## src/rtl/status_event_map.svh

```systemverilog
// Bit positions, masks and reset values of the status event registers
`ifndef STATUS_EVENT_MAP_SVH
`define STATUS_EVENT_MAP_SVH

// ----------------------------------------------------------------------
// Standard event flags
// ----------------------------------------------------------------------
`define STD_OP_DONE_BIT 0
`define STD_QUERY_ERR_BIT 2
`define STD_FAULT_BIT 3
`define STD_EXEC_ERR_BIT 4
`define STD_CMD_ERR_BIT 5
`define STD_POWER_BIT 7
`define STD_USED_MASK 8'hbd
`define STD_RESET 8'h80
`define STD_ZERO 8'h00

// ----------------------------------------------------------------------
// Questionable data flags
// ----------------------------------------------------------------------
`define QUES_VOLT_BIT 0
`define QUES_CURR_BIT 1
`define QUES_OHMS_BIT 9
`define QUES_LIMIT_LO_BIT 11
`define QUES_LIMIT_HI_BIT 12
`define QUES_USED_MASK 16'h1a03
`define QUES_OVERLOAD_MASK 16'h0203
`define QUES_RESET 16'h0000
`define QUES_ENABLE_RESET 16'h0000

// ----------------------------------------------------------------------
// Output buffer response
// ----------------------------------------------------------------------
`define ASCII_ONE 8'h31
`define RESP_IDLE 8'h00

`endif

```

## src/rtl/status_event_pkg.sv

```systemverilog
// Types shared by the status event register block
package status_event_pkg;

    typedef enum logic {
        MODE_IDLE,
        MODE_MEASURE
    } mode_e;

    typedef enum logic [3:0] {
        FUNC_DCV,
        FUNC_ACV,
        FUNC_FREQ,
        FUNC_PERIOD,
        FUNC_DIODE,
        FUNC_RATIO,
        FUNC_DCI,
        FUNC_ACI,
        FUNC_RES2,
        FUNC_RES4,
        FUNC_OTHER
    } func_e;

    typedef struct packed {
        mode_e mode;
        logic [7:0] std_flags;
        logic [15:0] ques_flags;
        logic [15:0] ques_enable;
        logic ques_summary;
        logic take_readings;
        logic opc_pending;
        logic opcq_pending;
        logic resp_valid;
        logic [7:0] resp_data;
    } state_s;

endpackage

```

## src/rtl/status_event_regs.sv

```systemverilog
// Standard event and questionable data registers with operation-complete logic
//
// How it works
// - Operation-done flag set only by completion command
// - Query error on empty read, unread, overflow
// - Internal fault flag on internal operation failure
// - Execution error flag on command execution error
// - Command error on syntax, semantic, trigger
// - Power-cycled flag set after power restore
// - Completion command waits for pending operations
// - Completion query queues ASCII one when done
// - Leave-idle command starts measuring
// - Back to idle, then finish pending completions
// - Stop readings while output buffer full
// - Enabled questionable bits form summary flag
// - Summary only from enabled questionable events
// - Voltage-type overload sets questionable bit 0
// - Current overload sets questionable bit 1
// - Resistance overload sets questionable bit 9
// - Below lower limit sets questionable bit 11
// - Above upper limit sets questionable bit 12
// - Store questionable enable mask from controller
// - Overloads also set internal fault flag
`timescale 1ns/10ps
`include "status_event_map.svh"

module status_event_regs (
    // Clock and reset
    input wire logic CLK_I,
    input wire logic RESET_I,
    // Common commands from the command parser, one-cycle pulses
    input wire logic OPC_CMD_I,
    input wire logic OPC_QUERY_I,
    input wire logic LEAVE_IDLE_CMD_I,
    input wire logic PROGRAM_DONE_I,
    input wire logic CLEAR_STATUS_I,
    input wire logic STD_READ_I,
    input wire logic QUES_READ_I,
    input wire logic QUES_ENABLE_WR_I,
    input wire logic [15:0] QUES_ENABLE_DATA_I,
    // Error events, one-cycle pulses
    input wire logic EMPTY_READ_I,
    input wire logic UNREAD_QUERY_I,
    input wire logic BUFFERS_FULL_I,
    input wire logic INTERNAL_FAULT_I,
    input wire logic EXEC_ERROR_I,
    input wire logic SYNTAX_ERROR_I,
    input wire logic SEMANTIC_ERROR_I,
    input wire logic TRIGGER_IN_MSG_I,
    // Measurement results
    input wire logic READING_VALID_I,
    input wire logic [3:0] READING_FUNC_I,
    input wire logic READING_OVERLOAD_I,
    input wire logic LIMIT_TEST_I,
    input wire logic BELOW_LOW_LIMIT_I,
    input wire logic ABOVE_HIGH_LIMIT_I,
    // Output buffer
    input wire logic OUT_BUF_FULL_I,
    input wire logic RESP_READY_I,
    output logic RESP_VALID_O,
    output logic [7:0] RESP_DATA_O,
    // Register contents and status
    output logic [7:0] STD_EVENT_O,
    output logic [15:0] QUES_EVENT_O,
    output logic [15:0] QUES_ENABLE_O,
    output logic QUES_SUMMARY_O,
    output logic MEASURING_O,
    output logic TAKE_READINGS_O
);

    // ------------------------------------------------------------------
    // State
    // ------------------------------------------------------------------
    localparam status_event_pkg::state_s RESET_STATE = '{
        mode: status_event_pkg::MODE_IDLE,
        std_flags: `STD_RESET,
        ques_flags: `QUES_RESET,
        ques_enable: `QUES_ENABLE_RESET,
        ques_summary: 1'b0,
        take_readings: 1'b0,
        opc_pending: 1'b0,
        opcq_pending: 1'b0,
        resp_valid: 1'b0,
        resp_data: `RESP_IDLE
    };

    status_event_pkg::state_s q;
    status_event_pkg::state_s d;

    logic [7:0] std_set;
    logic [15:0] ques_set;
    logic reading_taken;
    logic volt_func;
    logic curr_func;
    logic ohms_func;
    logic idle_now;
    logic opc_wait;
    logic opcq_wait;
    logic [7:0] std_keep;
    logic [15:0] ques_keep;

    // ------------------------------------------------------------------
    // Next state
    // ------------------------------------------------------------------
    always_comb
    begin
        d = q;
        std_set = `STD_ZERO;
        ques_set = `QUES_RESET;
        volt_func = 1'b0;
        curr_func = 1'b0;
        ohms_func = 1'b0;

        // A reading only counts while the block is willing to take one
        reading_taken = READING_VALID_I & q.take_readings;

        case (status_event_pkg::func_e'(READING_FUNC_I))
            status_event_pkg::FUNC_DCV,
            status_event_pkg::FUNC_ACV,
            status_event_pkg::FUNC_FREQ,
            status_event_pkg::FUNC_PERIOD,
            status_event_pkg::FUNC_DIODE,
            status_event_pkg::FUNC_RATIO:
                volt_func = 1'b1;
            status_event_pkg::FUNC_DCI,
            status_event_pkg::FUNC_ACI:
                curr_func = 1'b1;
            status_event_pkg::FUNC_RES2,
            status_event_pkg::FUNC_RES4:
                ohms_func = 1'b1;
            default:
                volt_func = 1'b0;
        endcase

        // --------------------------------------------------------------
        // Measurement mode
        // --------------------------------------------------------------
        case (q.mode)
            status_event_pkg::MODE_IDLE:
            begin
                if (LEAVE_IDLE_CMD_I)
                begin
                    d.mode = status_event_pkg::MODE_MEASURE;
                end
            end
            status_event_pkg::MODE_MEASURE:
            begin
                if (PROGRAM_DONE_I)
                begin
                    d.mode = status_event_pkg::MODE_IDLE;
                end
            end
            default:
            begin
                d.mode = status_event_pkg::MODE_IDLE;
            end
        endcase

        // Readings halt while the output buffer cannot take more
        d.take_readings = (d.mode == status_event_pkg::MODE_MEASURE) & ~OUT_BUF_FULL_I;

        // --------------------------------------------------------------
        // Operation complete handling
        // --------------------------------------------------------------
        // Pending operations are over only once the block sits idle
        idle_now = (q.mode == status_event_pkg::MODE_IDLE) & ~LEAVE_IDLE_CMD_I;
        opc_wait = q.opc_pending | OPC_CMD_I;
        opcq_wait = q.opcq_pending | OPC_QUERY_I;

        if (opc_wait & idle_now)
        begin
            std_set[`STD_OP_DONE_BIT] = 1'b1;
            d.opc_pending = 1'b0;
        end
        else
        begin
            d.opc_pending = opc_wait;
        end

        if (q.resp_valid & RESP_READY_I)
        begin
            d.resp_valid = 1'b0;
            d.resp_data = `RESP_IDLE;
        end

        // A held response blocks a second one rather than overwrite it
        if (opcq_wait & idle_now & ~d.resp_valid)
        begin
            d.resp_valid = 1'b1;
            d.resp_data = `ASCII_ONE;
            d.opcq_pending = 1'b0;
        end
        else
        begin
            d.opcq_pending = opcq_wait;
        end

        // --------------------------------------------------------------
        // Standard event sources
        // --------------------------------------------------------------
        std_set[`STD_QUERY_ERR_BIT] = EMPTY_READ_I | UNREAD_QUERY_I | BUFFERS_FULL_I;
        std_set[`STD_EXEC_ERR_BIT] = EXEC_ERROR_I;
        std_set[`STD_CMD_ERR_BIT] = SYNTAX_ERROR_I | SEMANTIC_ERROR_I
            | TRIGGER_IN_MSG_I;

        // --------------------------------------------------------------
        // Questionable data sources
        // --------------------------------------------------------------
        ques_set[`QUES_VOLT_BIT] = reading_taken & READING_OVERLOAD_I & volt_func;
        ques_set[`QUES_CURR_BIT] = reading_taken & READING_OVERLOAD_I & curr_func;
        ques_set[`QUES_OHMS_BIT] = reading_taken & READING_OVERLOAD_I & ohms_func;
        ques_set[`QUES_LIMIT_LO_BIT] = reading_taken & LIMIT_TEST_I
            & BELOW_LOW_LIMIT_I;
        ques_set[`QUES_LIMIT_HI_BIT] = reading_taken & LIMIT_TEST_I
            & ABOVE_HIGH_LIMIT_I;

        // Overloads echo into the fault flag; internal faults too
        std_set[`STD_FAULT_BIT] = INTERNAL_FAULT_I
            | (|(ques_set & `QUES_OVERLOAD_MASK));

        // --------------------------------------------------------------
        // Sticky update: a set in the clearing cycle survives
        // --------------------------------------------------------------
        std_keep = (CLEAR_STATUS_I | STD_READ_I) ? `STD_ZERO : q.std_flags;
        ques_keep = (CLEAR_STATUS_I | QUES_READ_I) ? `QUES_RESET : q.ques_flags;
        d.std_flags = (std_keep | std_set) & `STD_USED_MASK;
        d.ques_flags = (ques_keep | ques_set) & `QUES_USED_MASK;

        if (QUES_ENABLE_WR_I)
        begin
            d.ques_enable = QUES_ENABLE_DATA_I;
        end

        // Summary follows the updated flags so it agrees with them
        d.ques_summary = |(d.ques_flags & d.ques_enable);
    end

    // ------------------------------------------------------------------
    // Registers
    // ------------------------------------------------------------------
    // Reset stands for power restore, so the power flag comes up set
    always_ff @(posedge CLK_I)
    begin
        if (RESET_I)
        begin
            q <= RESET_STATE;
        end
        else
        begin
            q <= d;
        end
    end

    // ------------------------------------------------------------------
    // Outputs
    // ------------------------------------------------------------------
    assign STD_EVENT_O = q.std_flags;
    assign QUES_EVENT_O = q.ques_flags;
    assign QUES_ENABLE_O = q.ques_enable;
    assign QUES_SUMMARY_O = q.ques_summary;
    assign MEASURING_O = (q.mode == status_event_pkg::MODE_MEASURE);
    assign TAKE_READINGS_O = q.take_readings;
    assign RESP_VALID_O = q.resp_valid;
    assign RESP_DATA_O = q.resp_data;

endmodule

```

## config.mk

```make
export PLATFORM = sky130hd
export DESIGN_NAME = status_event_regs
export DESIGN_NICKNAME = d
export VERILOG_FILES = /design/src/rtl/status_event_pkg.sv /design/src/rtl/status_event_regs.sv
export VERILOG_INCLUDE_DIRS = /design/src /design/src/rtl
export SDC_FILE = /design/constraint.sdc
export NUM_CORES = 1
export LEC_CHECK = 0
export BUFFER_PORTS_ARGS = -buffer_cell sky130_fd_sc_hd__buf_2
export CAP_MARGIN = 20
export CORE_UTILIZATION = 44
export CTS_BUF_LIST = sky130_fd_sc_hd__clkbuf_8
export CTS_CLUSTER_SIZE = 30
export DETAILED_ROUTE_END_ITERATION = 10
export PLACE_DENSITY = 0.8
export SLEW_MARGIN = 20
export SYNTH_ARGS = -nofsm -noshare
export SYNTH_HDL_FRONTEND = slang
export SYNTH_SLANG_ARGS = --single-unit
```

## constraint.sdc

```tcl
create_clock -name CLK_I -period 1.31 [get_ports CLK_I]
set_input_delay 0.0655 -clock CLK_I [delete_from_list [all_inputs] [get_ports CLK_I]]
set_output_delay 0.0655 -clock CLK_I [all_outputs]
set_load 0.005 [all_outputs]
```

; After elaboration in Yosys (flattened, before gate mapping)
; Cells that the tools add are included.
[totals]
reg_bits = 38
elab_cells = 71
[classes]
n_reduce_logical = 9
bitwise_logic = 30
n_mux = 12
n_eq_ne = 9
[ops]
columns = cell, n
row1 = 9-bit two-way mux, 2
row2 = 13-bit by 16-bit AND with 16-bit output, 1
row3 = 4-bit by 3-bit equality test with 1-bit output (second input constant), 4
row4 = 16-bit two-way mux, 1
row5 = 16-bit OR reduction, 1
row6 = 1-bit AND, 14
row7 = 13-bit two-way mux, 1
row8 = 13-bit bitwise OR, 1
row9 = 1-bit bitwise OR, 9
row10 = 4-bit by 2-bit equality test with 1-bit output (second input constant), 2
row11 = 4-bit equality test (second input constant), 2
row12 = 8-bit two-way mux, 1
row13 = 8-bit by 6-bit bitwise OR with 8-bit output, 1
row14 = 2-bit OR reduction, 4
row15 = 1-bit two-way mux, 6
row16 = 6-bit OR reduction, 1
row17 = 4-bit by 1-bit equality test with 1-bit output (second input constant), 1
row18 = 4-bit logical NOT, 1
row19 = 1-bit NOT, 4
row20 = 3-bit OR reduction, 1
row21 = 1-bit one-hot mux with 2 select lines, 1
row22 = 2-bit nonzero test, 1

; Longest topological paths before layout
; Gate-level depths: netlist of the first run.
[depth]
ltp_word = 7
ltp_mapped = 4

; Least setup slack after synthesis of the first run
; No wires, ideal clock.
[synth_path]
kind = flip-flop to flip-flop
start = register q, in the netlist TAKE_READINGS_O
end = register q, in the netlist QUES_SUMMARY_O
slack_ns = 0.136
stages_incl_launch_ff = 5
arrival_ns = 1.054
n_path_buf = 0
path_cell_list = dfxtp_1 > and4b_1 > a32oi_1 > o22ai_1 > o31a_1
[synth_between]
elab_chain_cells = 6
word_cells_on_any_way = 11
[synth_rtl]
columns = item, line_no
row1 = from (decl), status_event_regs.sv:87  ; status_event_pkg::state_s q;
row2 = from (signal assigned), status_event_regs.sv:246  ; q <= RESET_STATE;
row3 = from (signal assigned), status_event_regs.sv:250  ; q <= d;
row4 = 1-bit AND *, status_event_regs.sv:115  ; reading_taken = READING_VALID_I & q.take_readings;
row5 = 1-bit AND (on tied branches) (2 in series), --
row6 = 13-bit bitwise OR *, status_event_regs.sv:227  ; d.ques_flags = (ques_keep | ques_set) & `QUES_USED_MASK;
row7 = 13-bit by 16-bit AND with 16-bit output *, status_event_regs.sv:235  ; d.ques_summary = |(d.ques_flags & d.ques_enable);
row8 = 16-bit OR reduction *, status_event_regs.sv:235
; Mark *: on every way between the ends. The rest lies on a longest branch, timed or not.
; A chain may end at the register's enable or synchronous reset.

; Final worst setup path of the first run
; Ends and elaborated chain as after synthesis.

==> results of run 1 <==
-- power groups by stage --
stage                     Combinational, uW  Sequential (uW)  Clock [uW]
after CTS                               278             1120         730
after global routing                    318             1130         783
after global placement                  262             1140           0
after detailed placement                269             1140           0
after floorplan                         235             1140           0
final                                   279             1120         702
-- worst max-delay path: stages, from the launching register on --
cell and delay (ps):
dfxtp_1 320, and2_1 190, a32oi_2 240, o22ai_1 100, o31a_1 280
-- metrics by stage --
step / cell area [um^2] / util, % / std cells
after global placement: 1700 / 50.2 / 256
after floorplan: 1640 / - / 185
after CTS: 1820 / 53.7 / 267
after detailed placement: 1700 / 50.2 / 256
final: 1840 / 54.2 / 267
after global routing: 1840 / 54.2 / 267
-- final cells by class --
| class | count | area, um^2 | area share, % |
|---|---|---|---|
| clock buffer | 5 | 68.8 | 3.75 |
| multi-input combinational | 96 | 574 | 31.3 |
| timing repair buffer | 83 | 440 | 24.0 |
| tap | 46 | 57.6 | 3.14 |
| clock inverter | 2 | 10.0 | 0.545 |
| sequential | 34 | 681 | 37.1 |
| inverter | 1 | 3.75 | 0.204 |
-- timing repair --
| item | CTS | global route |
|---|---|---|
| hold buffers | 4 | 0 |
| hold endpoints to repair | 4 | 0 |
| gates resized for setup | 0 | 2 |
| endpoints found under the setup margin | 0 | 1 |
-- layer usage --
metal | track usage [%] | wire [um]
met1 | 17.2 | 1240
met2 | 27.0 | 1480
met3 | 6.83 | 187
met4 | 8.89 | 93
met5 | 0 | 0
-- worst paths after layout --
path / end / cells past startpoint / slack (ps)
worst max-delay path: QUES_SUMMARY_O / 4 / 80
worst min-delay path: STD_EVENT_O[5] / 3 / 3
worst max register to register: QUES_SUMMARY_O / 4 / 80
worst min register to register: STD_EVENT_O[7] / 1 / 450
-- cell usage in the layout, fill, tap and decap left out --
cell / synthesis / final
buf_2: 0 / 77
dfxtp_1: 34 / 34
nor2_1: 28 / 28
conb_1: 1 / 18
mux2i_1: 16 / 16
a21oi_1: 7 / 7
clkbuf_8: 0 / 5
dlygate4sd3_1: 0 / 4
nand2_1: 3 / 3
a32oi_2: 1 / 3
a211oi_1: 3 / 3
o22ai_1: 2 / 2
nor3_1: 2 / 2
o21ai_1: 2 / 2
a2111oi_0: 2 / 2
clkinv_2: 0 / 2
buf_4: 51 / 2
and2_1: 1 / 1
nand4_1: 1 / 1
nor2_2: 1 / 1
and4b_1: 1 / 1
a22oi_1: 1 / 1
inv_1: 1 / 1
o31a_1: 1 / 1
nor2b_1: 1 / 1
nand2b_1: 1 / 1
a311oi_1: 1 / 1
a21o_1: 1 / 1
-- registers in the layout, indices dropped and copies added, names as in the netlist --
name and flops:
QUES_SUMMARY_O 1, RESP_VALID_O 1, MEASURING_O 1, TAKE_READINGS_O 1, RESP_DATA_O 1, STD_EVENT_O 6, QUES_ENABLE_O 16, QUES_EVENT_O 5
q 2
-- cells by family (layout without fill, tap and decap cells) --
family	after synthesis	count (layout)	synth area share, %
AOI/OAI and AO/OA	23	23	10.4
buffers and inverters	55	91	25.3
DFF	34	34	43.2
muxes	16	16	10.2
other	1	18	0.238
and+or+nand+nor	39	39	10.7
==> impl_metrics.ini, run 1 <==
[status]
status = complete, no violations

[sta]
setup_viol = 0
finalHoldViolations = 0
min_period_over_period_pct = 94.1
finalWorstSetupSlack_ps = 76.7
rsz0062_at_grt = false
slew_violations = 0
timing.final.crit_period_ps = 1230
timing.fmax_mhz = 811
skew_ps = 5.97
setup_tns_ps = 0
whs_ps = 2.85

[clock_network]
cts-root-buf = clkbuf_8
cts_num_sinks = 34
clock_path_buffers = 2
clkTransAtPathRegs_ps = 70
ctsHtreeMaxLevel = 2
cts_tree = done
cts_setup_buffers = 0
clk_latency_ps = 280
numCtsBuffers = 5

[critical_path]
arrival_ps = 1410
worstPathRequired_ps = 1490
startpoint_type = register
crit_type = reg2reg
cp_max_fo = 3
crit_start = TAKE_READINGS_O
rr_startpoint = TAKE_READINGS_O
endpoint_kind = register

[drt]
first_iter_violations = 43
drc_errors = 0
wl_per_cell_um = 11.2
dr.pass1.iters = 4
via_count = 1189
viasPerCell = 4.45
drt_wl_total_um = 3000
ant_nets = 0

[yosys]
synth-edff-count = 0
yosysTopAreaCell = dfxtp_1
synth_most_common_cell = buf_4
yosys-top-cells-count = buf_4 (51), dfxtp_1 (34), nor2_1 (28), mux2i_1 (16), a21oi_1 (7)
async_flop_share_pct = 0
synth.top_cell.area_share_pct = 43.2
synth.avg_cell_area_um2 = 9.37
synth_area_um2 = 1570
ys_seq_elements = 34
syn_inst = 168
ys.flop_type = dfxtp_1
ys_types = 26
yosysWarnings = 0
synth.area.top_cells = dfxtp_1 (43%), buf_4 (24%), mux2i_1 (10%)
ys_seq_area_share_pct = 43.2

[placement]
place_ws_ps = 64.2
gp_congestion = 0.700
dp_hpwl_um = 2200
port_buffers = 77

[pwr]
power_frac_clock_pct = 33.4
swShare_pct = 24.4
p_switching_uw = 512
seq_power_share_pct = 53.3
cellPowerDensity_nw_per_um2 = 1140
p_leak_uw = 0.000964
finalPower_uw = 2100
p_int_uw = 1590
ir_drop_v = 0.000706
combPwrFrac_pct = 13.3

[floorplanning]
start_util_pct = 46.4
io_pins = 97
coreArea_um2 = 3390
dieArea_um2 = 3820
die_y_um = 61.8
die_w_um = 61.8
rows = 21

[global_routing]
antenna_found_initial = 0
grt_usage_pct = 16.1
first_global_vias = 1061
grt_pass1_wl_um = 4310
grt_overflow = 0
grt_max_degree = 23

[cells_and_area]
n_antenna_cell = 0
fill_cells = 309
num-nets-final = 266
syn2layout_area_growth_pct = 16.6
drive_above_1_share_pct = 40.7

[worst_hold_path]
min-delay-start = SEMANTIC_ERROR_I
hp-class = in2reg

[job]
maxCapViolCount = 0
No activity file was read; power rests on OpenSTA's default activity.
==> run 2, diff against run 1 <==
--- a/config.mk
+++ b/config.mk
@@ -8,11 +8,11 @@
 export LEC_CHECK = 0
 export BUFFER_PORTS_ARGS = -buffer_cell sky130_fd_sc_hd__buf_2
 export CAP_MARGIN = 20
-export CORE_UTILIZATION = 44
+export CORE_UTILIZATION = 40
 export CTS_BUF_LIST = sky130_fd_sc_hd__clkbuf_8
 export CTS_CLUSTER_SIZE = 30
 export DETAILED_ROUTE_END_ITERATION = 10
-export PLACE_DENSITY = 0.8
+export PLACE_DENSITY = 0.73
 export SLEW_MARGIN = 20
 export SYNTH_ARGS = -nofsm -noshare
 export SYNTH_HDL_FRONTEND = slang
==> impl_metrics.ini, run 2 (synthesis gave the netlist of run 1 again) <==
[status]
status = complete, no violations

[global_routing]
first_global_vias = 1084
grt_pass1_wl_um = 4550
grt_max_degree = 22
antenna_found_initial = 0
grt_usage_pct = 14.5
grt_overflow = 0

[floorplanning]
dieArea_um2 = 4190
io_pins = 97
die_w_um = 64.7
coreArea_um2 = 3720
rows = 22
start_util_pct = 42.4
die_y_um = 64.7

[cells_and_area]
fill_cells = 373
final_cell_mix = buf_2 (77), dfxtp_1 (34), nor2_1 (28)
syn2layout_area_growth_pct = 18.4
largest_reg_flops = 16
register_area_um2 = 681
multi_input_area_um2 = 567
num-nets-final = 266
layout.cells.most_common = buf_2
n_antenna_cell = 0
drive_above_1_share_pct = 40.3

[critical_path]
startpoint_type = register
endpoint_kind = register
cp_top_family = compound AO/OA/AOI/OAI gates
arrival_ps = 1420
worstPathCellList = and2_1 -> a32oi_2 -> o22ai_1 -> o31a_1
slowest_stage = dfxtp_1
crit_type = reg2reg
worstPathRequired_ps = 1480
cp_max_fo = 3
critPathBufInv = 0
critical_path.max_stage_delay_ps = 320

[drt]
first_iter_violations = 32
drc_errors = 0
viasPerCell = 4.46
drt_wl_total_um = 2820
routed-wl-met3_um = 192
via_count = 1200
dr.pass1.iters = 4
highest_layer = met4
met1_length_um = 1200
met2_length_um = 1360
ant_nets = 0
wl_per_cell_um = 10.5

[sta]
setup_viol = 0
finalWorstSetupSlack_ps = 64.4
slew_violations = 0
whs_ps = 3.51
timing.final.crit_period_ps = 1250
skew_ps = 4.27
finalHoldViolations = 0
min_period_over_period_pct = 95.1
timing.fmax_mhz = 803
setup_tns_ps = 0
rsz0062_at_grt = false

[clock_network]
cts-root-buf = clkbuf_8
clk_latency_ps = 280
cts_setup_buffers = 0
ctsHtreeMaxLevel = 2
numCtsBuffers = 5
clkTransAtPathRegs_ps = 70
clock_path_buffers = 2
cts_tree = done
cts_num_sinks = 34

[placement]
place_ws_ps = 55.6
port_buffers = 77
dp_hpwl_um = 2150
gp_congestion = 0.678

[worst_hold_path]
hp-class = in2reg

[pwr]
ir_drop_v = 0.000829
finalPower_uw = 2350
cellPowerDensity_nw_per_um2 = 1260
p_leak_uw = 0.000973

[job]
maxCapViolCount = 0
run 2: metal layers:
metal | vias to the layer above | track usage, %
met5 | - | 0
met4 | 0 | 8.61
met3 | 7 | 4.93
met2 | 53 | 24.1
met1 | 534 | 15.8
li1 | 606 | -
run 2: final cells by class:
type,instances,area share (%)
Clock buffer,6,4.43
Timing Repair Buffer,83,23.6
Tap cell,48,3.22
Inverter,1,0.201
Clock inverter,1,1.61
Sequential cell,34,36.5
Multi-Input combinational cell,96,30.4
run 2: tightest hold or removal path, stage by stage:
cell       delay, ps
buf_2             70
a2111oi_0         40
nor2_1            70
run 2: path summary, 6_finish.rpt:
kind | start | to | slack [ps] | cells after the start
setup reg to reg | TAKE_READINGS_O | QUES_SUMMARY_O | 60 | 4
hold reg to reg | STD_EVENT_O[0] | STD_EVENT_O[0] | 460 | 2
setup / recovery | TAKE_READINGS_O | QUES_SUMMARY_O | 60 | 4
hold / removal | UNREAD_QUERY_I | STD_EVENT_O[2] | 4 | 3
run 2: metrics by stage:
stage	cell area, um^2	util, %	instances
after floorplan	1640	-	185
after global placement	1700	45.9	258
after detailed placement	1700	45.9	258
after CTS	1860	50.0	269
after global routing	1860	50.2	269
final	1860	50.2	269
run 2: timing repair:
item                                    4_1_cts  5_1_grt
endpoints found under the hold margin         4        0
hold buffers                                  4        0
endpoints found under the setup margin        0        1
resized for setup                             0        1
run 2: power by group:
group	total, uW	switching [uW]	internal (uW)
registers	1120	27.4	1090
clock network	956	348	608
logic	274	132	142
